===== src/pll_input_defs.svh =====
// Constants for the PLL input stage control block
// What this block does
// - Reference divides by one plus the three-bit divider code, 1 to 8.
// - With the internal fast RC source chosen, divider code is ignored, ratio 1.
// - Bit 7 set picks internal fast RC, cleared picks primary oscillator.
// - Band code 000 is bypass, 001-101 are bands, 110 and 111 reserved.
// - Divider, source and band fields load from configuration word two at reset.
// - Control register writes are accepted only after the unlock sequence.
// - All control writes are blocked while current oscillator selection is 001.
// - Bits 6 to 3 are unimplemented and always read zero.
`ifndef PLL_INPUT_DEFS_SVH
`define PLL_INPUT_DEFS_SVH
`define PLL_CONTROL_ADDR   6'h00
`define UNLOCK_ADDR        6'h04
`define STATUS_ADDR        6'h08
`define UNLOCK_KEY1        32'hAA99_6655
`define UNLOCK_KEY2        32'h5566_99AA
`define DIV_LSB            8
`define DIV_MSB            10
`define SRC_BIT            7
`define BAND_LSB           0
`define BAND_MSB           2
`define OSC_SEL_PLL        3'h1
`define BAND_BYPASS        3'h0
`define BAND_LAST_VALID    3'h5
`define DIV_ONE            3'h0
`define RESP_OKAY          2'h0
`define RESP_SLVERR        2'h2
`endif


===== src/pll_input_pkg.sv =====
// Types for the PLL input stage control block
package pll_input_pkg;
  typedef struct packed {
    logic [2:0] div_code;
    logic       src_frc;
    logic [2:0] band;
  } pll_cfg_t;
  typedef enum logic [1:0] {
    LOCKED  = 2'b00,
    HALFWAY = 2'b01,
    OPEN    = 2'b10
  } unlock_state_t;
endpackage


===== src/pll_input_config.sv =====
// PLL input stage control register with AXI4-Lite slave
`timescale 1ns/1ns
`include "pll_input_defs.svh"
module pll_input_config (
  // Clock and reset
  input  wire logic                   aclk,
  input  wire logic                   aresetn,
  // Configuration word two defaults
  input  wire pll_input_pkg::pll_cfg_t cfg_defaults,
  // Current oscillator selection
  input  wire logic [2:0]             current_osc_sel,
  // AXI4-Lite write address and data
  input  wire logic                   awvalid,
  output logic                        awready,
  input  wire logic [5:0]             awaddr,
  input  wire logic                   wvalid,
  output logic                        wready,
  input  wire logic [31:0]            wdata,
  input  wire logic [3:0]             wstrb,
  // AXI4-Lite write response
  output logic                        bvalid,
  input  wire logic                   bready,
  output logic [1:0]                  bresp,
  // AXI4-Lite read
  input  wire logic                   arvalid,
  output logic                        arready,
  input  wire logic [5:0]             araddr,
  output logic                        rvalid,
  input  wire logic                   rready,
  output logic [31:0]                 rdata,
  output logic [1:0]                  rresp,
  // PLL input stage controls
  output logic [2:0]                  input_divider_sel,
  output logic                        reference_source_sel,
  output logic [2:0]                  freq_band_sel,
  output logic [3:0]                  divide_ratio,
  output logic                        pll_bypass,
  output logic                        band_reserved
);
  pll_input_pkg::pll_cfg_t       cfg_q, cfg_d;
  pll_input_pkg::unlock_state_t  ulk_q, ulk_d;
  logic                          loaded_q;
  logic                          aw_held_q, w_held_q;
  logic [5:0]                    awaddr_q;
  logic [31:0]                   wdata_q;
  logic                          wstrb_q;
  logic                          bvalid_q, rvalid_q;
  logic [1:0]                    bresp_q, rresp_q;
  logic [31:0]                   rdata_q;

  // Word-aligned address match, shared by the write and read decoders
  function automatic logic addr_is(input logic [5:0] addr, input logic [5:0] target);
    logic [5:0] word_addr;
    word_addr = {addr[5:2], 2'b00};
    addr_is   = (word_addr == target);
  endfunction

  // Write channel capture and decode
  wire        aw_take   = awvalid && awready;
  wire        w_take    = wvalid && wready;
  // One write at a time: the next pair waits until the answer is taken
  wire        wr_go     = aw_held_q && w_held_q && !bvalid_q;
  wire        hit_ctl   = addr_is(awaddr_q, `PLL_CONTROL_ADDR);
  wire        hit_ulk   = addr_is(awaddr_q, `UNLOCK_ADDR);
  wire        hit_sts   = addr_is(awaddr_q, `STATUS_ADDR);
  wire        pll_active = (current_osc_sel == `OSC_SEL_PLL);
  wire        ctl_ok    = wr_go && hit_ctl && (ulk_q == pll_input_pkg::OPEN) && !pll_active;
  wire        ctl_bad   = wr_go && hit_ctl && !ctl_ok;
  wire        mapped_wr = hit_ctl || hit_ulk || hit_sts;
  // Error answer for unmapped or refused writes
  wire [1:0]  wr_resp   = (mapped_wr && !ctl_bad) ? `RESP_OKAY : `RESP_SLVERR;

  // Readies stay low until the defaults are in, so no request races the load
  assign awready = !aw_held_q && loaded_q;
  assign wready  = !w_held_q && loaded_q;
  assign arready = !rvalid_q && loaded_q;
  // Answer channels straight from their flops
  assign bvalid  = bvalid_q;
  assign bresp   = bresp_q;
  assign rvalid  = rvalid_q;
  assign rdata   = rdata_q;
  assign rresp   = rresp_q;

  // Unlock sequence, key pair then one control write
  // Any control write relocks, accepted or not, so each one needs fresh keys
  always_comb begin
    ulk_d = ulk_q;
    if (wr_go && hit_ulk && wstrb_q) begin
      if (wdata_q == `UNLOCK_KEY1)
        ulk_d = pll_input_pkg::HALFWAY;
      else if (wdata_q == `UNLOCK_KEY2 && ulk_q == pll_input_pkg::HALFWAY)
        ulk_d = pll_input_pkg::OPEN;
      else
        ulk_d = pll_input_pkg::LOCKED;
    end else if (wr_go && hit_ctl) begin
      ulk_d = pll_input_pkg::LOCKED;
    end else begin
      case (ulk_q)
        pll_input_pkg::LOCKED:  ulk_d = pll_input_pkg::LOCKED;
        pll_input_pkg::HALFWAY: ulk_d = pll_input_pkg::HALFWAY;
        pll_input_pkg::OPEN:    ulk_d = pll_input_pkg::OPEN;
        default:                ulk_d = pll_input_pkg::LOCKED;
      endcase
    end
  end

  // Fields carried by an accepted control write
  wire [2:0]  wr_div    = wdata_q[`DIV_MSB:`DIV_LSB];
  wire        wr_src    = wdata_q[`SRC_BIT];
  wire [2:0]  wr_band   = wdata_q[`BAND_MSB:`BAND_LSB];
  // Strobes missing byte lane 0 or 1 leave the fields alone but still use up the unlock
  wire        ctl_load  = ctl_ok && wstrb_q;

  // Next control value
  always_comb begin
    cfg_d = cfg_q;
    if (!loaded_q) begin
      cfg_d = cfg_defaults;
    end else if (ctl_load) begin
      cfg_d.div_code = wr_div;
      cfg_d.src_frc  = wr_src;
      cfg_d.band     = wr_band;
    end
  end

  // Register state
  // Defaults load at the first edge after reset, then only writes move fields
  always_ff @(posedge aclk) begin
    if (!aresetn) begin
      cfg_q    <= '0;
      loaded_q <= 1'b0;
      ulk_q    <= pll_input_pkg::LOCKED;
    end else begin
      cfg_q    <= cfg_d;
      loaded_q <= 1'b1;
      ulk_q    <= ulk_d;
    end
  end

  // Write address and data holding
  always_ff @(posedge aclk) begin
    if (!aresetn) begin
      aw_held_q <= 1'b0;
      w_held_q  <= 1'b0;
      awaddr_q  <= 6'h00;
      wdata_q   <= 32'h0000_0000;
      wstrb_q   <= 1'b0;
    end else begin
      if (aw_take) begin
        aw_held_q <= 1'b1;
        awaddr_q  <= {awaddr[5:2], 2'b00};
      end else if (wr_go) begin
        aw_held_q <= 1'b0;
      end
      if (w_take) begin
        w_held_q <= 1'b1;
        wdata_q  <= wdata;
        wstrb_q  <= &wstrb[1:0];
      end else if (wr_go) begin
        w_held_q <= 1'b0;
      end
    end
  end

  // Write response
  always_ff @(posedge aclk) begin
    if (!aresetn) begin
      bvalid_q <= 1'b0;
      bresp_q  <= `RESP_OKAY;
    end else if (wr_go) begin
      bvalid_q <= 1'b1;
      bresp_q  <= wr_resp;
    end else if (bvalid_q && bready) begin
      bvalid_q <= 1'b0;
    end
  end

  // Read decode
  // bits 6 to 3 read zero
  wire [31:0] ctl_word = {21'h0, cfg_q.div_code, cfg_q.src_frc, 4'h0, cfg_q.band};
  // Status word: oscillator code, unlock open, PLL active
  wire        ulk_open = (ulk_q == pll_input_pkg::OPEN);
  wire [31:0] sts_word = {26'h0, pll_active, ulk_open, 1'b0, current_osc_sel};
  wire        rd_ctl  = addr_is(araddr, `PLL_CONTROL_ADDR);
  wire        rd_sts  = addr_is(araddr, `STATUS_ADDR);
  wire        rd_ulk  = addr_is(araddr, `UNLOCK_ADDR);
  // Read word and answer for the decoded address
  wire [31:0] rd_word = rd_ctl ? ctl_word : (rd_sts ? sts_word : 32'h0000_0000);
  wire [1:0]  rd_resp = (rd_ctl || rd_sts || rd_ulk) ? `RESP_OKAY : `RESP_SLVERR;

  // Read response
  always_ff @(posedge aclk) begin
    if (!aresetn) begin
      rvalid_q <= 1'b0;
      rdata_q  <= 32'h0000_0000;
      rresp_q  <= `RESP_OKAY;
    end else if (arvalid && arready) begin
      rvalid_q <= 1'b1;
      rdata_q  <= rd_word;
      rresp_q  <= rd_resp;
    end else if (rvalid_q && rready) begin
      rvalid_q <= 1'b0;
    end
  end

  // Field outputs
  assign input_divider_sel    = cfg_q.div_code;
  assign reference_source_sel = cfg_q.src_frc;
  assign freq_band_sel        = cfg_q.band;
  wire [2:0] eff_div   = cfg_q.src_frc ? `DIV_ONE : cfg_q.div_code;
  wire [3:0] eff_div_w = {1'b0, eff_div};
  assign divide_ratio = eff_div_w + 4'h1;
  // band decode, reserved codes kept as written and only flagged
  assign pll_bypass    = (cfg_q.band == `BAND_BYPASS);
  assign band_reserved = (cfg_q.band > `BAND_LAST_VALID);
endmodule


===== config.mk =====
export PLATFORM = sky130hd
export DESIGN_NAME = pll_input_config
export DESIGN_NICKNAME = d
export VERILOG_FILES = /design/src/pll_input_pkg.sv /design/src/pll_input_config.sv
export VERILOG_INCLUDE_DIRS = /design/src
export SDC_FILE = /design/constraint.sdc
export NUM_CORES = 1
export LEC_CHECK = 0
export BUFFER_PORTS_ARGS = -buffer_cell sky130_fd_sc_hd__buf_2
export CAP_MARGIN = 15
export CELL_PAD_IN_SITES_DETAIL_PLACEMENT = 0
export CELL_PAD_IN_SITES_GLOBAL_PLACEMENT = 2
export CORE_MARGIN = 2
export CORE_UTILIZATION = 25
export DETAILED_ROUTE_END_ITERATION = 10
export PLACE_DENSITY = 0.84
export SYNTH_ARGS = -nofsm -noshare
export SYNTH_HDL_FRONTEND = slang
export SYNTH_SLANG_ARGS = --single-unit

===== constraint.sdc =====
create_clock -name aclk -period 1.3 [get_ports aclk]
set_input_delay 0.26 -clock aclk [delete_from_list [all_inputs] [get_ports aclk]]
set_output_delay 0.26 -clock aclk [all_outputs]
set_load 0.02 [all_outputs]

Yosys cells after proc, flatten, opt, wreduce, memory -nomap -nowiden

Index checks and enable logic that the tools add are counted.

Logic and storage cells: 85
Memory bits (writable): 0
Latch bits: 0
Bits in registers: 87
Memories kept: 0
Memory bits (read-only): 0

Bitwise logic cells: 0
Magnitude comparators: 1
Add/subtract/negate cells: 1
Shift-type cells: 0
$mul: 0
Eq/ne operators: 10
Reduce and logical (&&, ||, !) cells: 38
Multiplexer cells: 20
Div/mod/pow operators: 0

Operator list:

| cell                 | count |
|---|---|
| $eq 32x31->1 const B | 1 |
| $eq 32x32->1 const B | 1 |
| $logic_and 1x1->1    | 19 |
| $mux 7               | 2 |
| $mux 2               | 6 |
| $mux 11              | 1 |
| $eq 4x1->1 const B   | 2 |
| $eq 4x2->1 const B   | 2 |
| $logic_not 4->1      | 2 |
| $mux 1               | 8 |
| $reduce_bool 2->1    | 4 |
| $logic_not 1->1      | 7 |
| $mux 6               | 1 |
| $add 3x1->4 const B  | 1 |
| $logic_or 1x1->1     | 4 |
| $pmux 2 s2           | 1 |
| $eq 3x1->1 const B   | 1 |
| $gt 3x3->1 const B   | 1 |
| $logic_not 3->1      | 1 |
| $mux 3               | 1 |
| $eq 2x1->1 const B   | 1 |
| $eq 2x2->1 const B   | 1 |
| $ne 2x1->1 const B   | 1 |
| $reduce_and 2->1     | 1 |

Logic depth before layout (Yosys ltp)

Depth in word-level cells: 10
Mapped depth: 6

Worst setup path after synthesis

Ideal clock, no wire load.

Kind: reg2out
From: register cfg_q (netlist bit reference_source_sel)
To: output divide_ratio[2]
Cell stages (with the launch flop): 5
Required time: 1.040 ns
Slack: -0.381 ns
Arrival: 1.421 ns
Cell sequence: dfxtp_1 nand2b_1 inv_1 ha_1 xnor2_1

Word-level cells in the longest chain between the ends: 2

Ends and longest elaborated chain:

| what                     | RTL line                | text |
|---|---|---|
| start: declaration       | pll_input_config.sv:40  | `pll_input_pkg::pll_cfg_t cfg_q, cfg_d;` |
| start signal: assignment | pll_input_config.sv:134 | `cfg_q <= cfg_d;` |
| $mux 3                   | pll_input_config.sv:210 | `` wire [2:0] eff_div = cfg_q.src_frc ? `DIV_ONE : cfg_q.div_code; `` |
| $add 3x1->4              | pll_input_config.sv:212 | `assign divide_ratio = eff_div_w + 4'h1;` |
| end: declaration         | pll_input_config.sv:36  | `output logic [3:0] divide_ratio,` |

No other way between the ends.

Worst setup path after layout

Ends and elaborated chain as after synthesis.

==> metrics.md <==
| Metric | Value |
|---|---|
| Status | `finished with violations` |
| Failing checks | `negative setup slack` |
| CTS Hold Buffers Added | `0` |
| Remaining routing DRC violations | `0` |
| Fin crit period | `1540 ps` |
| Die height | `113 um` |
| Initial DRC count | `105` |
| Top cell type's share of synthesized area | `41.6%` |
| Crit path cell chain | `nand2b_4 > inv_4 > ha_4 > xnor2_2 > buf_4` |
| Clk_lat worst skew | `330 ps` |
| I/O pin cnt | `119` |
| Final Cycle Share | `118%` |
| Synth unique cells | `42` |
| Post-synthesis register bit count | `62` |
| Routability cong. | `0.823` |
| Final WL | `8.94 mm` |
| Maximum vdd ir drop | `0.000554 V` |
| Setup TNS | `-1970 ps` |
| Setup ws final | `-236 ps` |
| Pins over their slew limit | `0` |
| Critical Path Fanout Max | `4` |
| Pwr Density | `1180 nW/um2` |
| Routed Antenna Nets | `0` |
| Crit Path Category | `register to output port` |
| Routed WL per cell | `14.6 um` |
| Seq/Total Area, Yosys | `41.6%` |
| CP required | `1040 ps` |
| CP max stage delay | `360 ps` |
| Setup violators final | `20` |
| Top_reg_cell synth | `dfxtp_1` |
| Ratio of cells with drive above 1 in the final layout | `44.3%` |
| Row count | `39` |
| Hold WC Path Type | `primary input to register` |
| Global-route wire length before repair | `12.8 mm` |
| Worst setup SP type | `register` |
| CTS tree | `done` |
| GRT Total Usage | `12.6%` |
| Post-synth EDFFs | `0` |
| Number of antenna violations at the first check in global routing | `0` |
| Pre-antenna DRT Iters | `4` |
| Ant. Diodes | `0` |
| Fin. Hold Viols | `0` |
| Synth-to-Final Area Change | `52.2%` |
| Synthesized instance count | `336` |
| Die Area | `12800 um2` |
| Mean post-synth cell area | `8.89 um2` |
| Largest cells by area after synthesis | `dfxtp_1, nand2_1, a21boi_0` |
| HPWL Detailed | `6.03 mm` |
| Number of max-cap violations | `0` |
| CORE AREA | `11500 um2` |
| Max Clock Skew | `7.56 ps` |
| Util after Layout | `39.5%` |
| # nets final | `531` |
| Family with the most delay on the worst path | `flip-flops` |
| Die X | `113 um` |
| CTS Root Buffer Type | `clkbuf_16` |
| Via-per-instance ratio | `4.43` |
| Critical Path AT | `1280 ps` |
| Synthesis Warnings | `0` |
| Starting Density | `25.9%` |
| CTS buffer count | `9` |
| Crit. End Element | `output port` |
| Via count | `2714` |
| Vias in the first global route | `2662` |
| Reg clk slew, reported paths | `60 ps` |
| CP bufs+invs | `2` |
| Synth area leader | `dfxtp_1` |
| Power, Total | `5.37 mW` |
| Grt total ovfl | `0` |
| Port Buf Inserts | `87` |
| Asr flop ratio synth | `0%` |
| Largest net degree at the start of global routing | `42` |
| FILL cells | `1189` |
| Slowest-stage cell, CP | `dfxtp_4` |
| Worst-case clock buffer depth | `2` |
| CTS HTree Levels | `3` |
| Pleak | `1.94 nW` |
| RSZ-0062 raised after global routing | `yes` |
| Post-Syn Area | `2990 um2` |
| Worst R2R Setup Slack | `-140 ps` |
| Clk sinks | `62` |
| Fmax achieved | `651 MHz` |
-- stage by stage --
stage	area, um2	hold slack (ps)	cells	setup slack, ps
2_1_floorplan	3100	288	360	-135
3_3_place_gp	3790	463	589	-266
3_5_place_dp	3790	475	589	-314
4_1_cts	4270	174	607	-252
5_1_grt	4550	181	613	-304
6_report	4550	165	613	-236
-- area by class of cell --
class / count / area (um2) / share of cell area [%]
Tap cell: 143 / 179 / 3.94
Inverter: 4 / 25.0 / 0.550
Timing Repair Buffer: 136 / 988 / 21.7
Clock inverter: 6 / 86.3 / 1.90
Sequential cell: 62 / 1260 / 27.7
Multi-Input combinational cell: 252 / 1780 / 39.2
Clock buffer: 10 / 229 / 5.04
-- layout by cell type, fill, tap and decap left out, types with 3 or more instances in the layout --
| master | count |
|---|---|
| nand2_1 | 80 |
| buf_2 | 80 |
| dfxtp_1 | 50 |
| buf_4 | 34 |
| a21boi_1 | 26 |
| conb_1 | 25 |
| nor2b_1 | 16 |
| buf_6 | 14 |
| clkbuf_16 | 13 |
| mux2i_1 | 11 |
| dfxtp_2 | 11 |
| mux2_2 | 10 |
| a21boi_0 | 8 |
| nor4bb_1 | 6 |
| a22oi_2 | 6 |
| nor4bb_4 | 5 |
| nand4_1 | 4 |
| nor2_4 | 3 |
| and2_1 | 3 |
| nor2_1 | 3 |
| buf_12 | 3 |
-- path summary, 6_finish.rpt --
path,from,end,depth (start not counted)
max,reference_source_sel,divide_ratio[2],5
min,wdata[28],wdata_q[28],3
max reg2reg,bvalid,input_divider_sel[2],5
min reg2reg,wdata_q[6],wdata_q[6],2
-- layer usage --
metal | vias to the layer above | global-route usage (%) | share of wire [%]
met3 | 12 | 3.37 | 4.5
li1 | 1365 | - | -
met1 | 1263 | 14.6 | 44
met5 | - | 0 | 0
met4 | 0 | 4.07 | 1.1
met2 | 74 | 22.5 | 51
-- logic make-up (layout without fill, tap and decap cells) --
logic type               after synthesis  count (layout)  synth area share (%)
flip-flops                            62              62                  41.6
AND/OR/NAND/NOR                      147             147                  25.8
other                                  1              25                 0.126
adder cells (fa/ha/maj)                1               1                 0.419
XOR/XNOR                               1               1                 0.293
multiplexers                          21              21                  7.46
AO/OA/AOI/OAI                         57              57                  15.2
buffers and inverters                 46             156                  9.13
-- cells in the mapped netlist (4+ instances only) --
master / instances
a21boi_0: 36
a22oi_1: 7
and2_1: 4
buf_2: 5
buf_4: 25
clkbuf_1: 12
dfxtp_1: 62
inv_1: 4
mux2_2: 10
mux2i_1: 11
nand2_1: 82
nand2b_1: 4
nand4_1: 4
nor2_1: 6
nor2b_1: 18
nor4bb_1: 12
-- sequential cells by signal (all words and copies together), names as in the netlist --
register	flops
bvalid	1
aw_held_q	1
loaded_q	1
input_divider_sel	3
rvalid	1
wdata_q	32
w_held_q	1
ulk_q	2
bresp	1
rdata	9
reference_source_sel	1
awaddr_q	4
freq_band_sel	3
wstrb_q	1
rresp	1
-- repair_timing --
action | in CTS | in global routing
gates cloned | 0 | 5
endpoints found under the setup margin | 16 | 54
pin swaps | 9 | 20
gates resized for setup | 40 | 66
setup buffers | 4 | 2
-- where the power goes --
group	internal, mW	switching (mW)	total (mW)
clock	1.67	0.847	2.52
sequential	1.98	0.0737	2.06
combinational	0.392	0.399	0.790
total	4.05	1.32	5.37
-- worst reg2reg max path: cells and delay by family, from the launching register on --
| family | cells | cell delay (ps) |
|---|---|---|
| AO/OA/AOI/OAI | 1 | 180 |
| multiplexers | 1 | 160 |
| flip-flops | 1 | 310 |
| buffers and inverters | 1 | 170 |
| AND/OR/NAND/NOR | 2 | 540 |
Note: power is estimated with default switching activity, not from simulation.
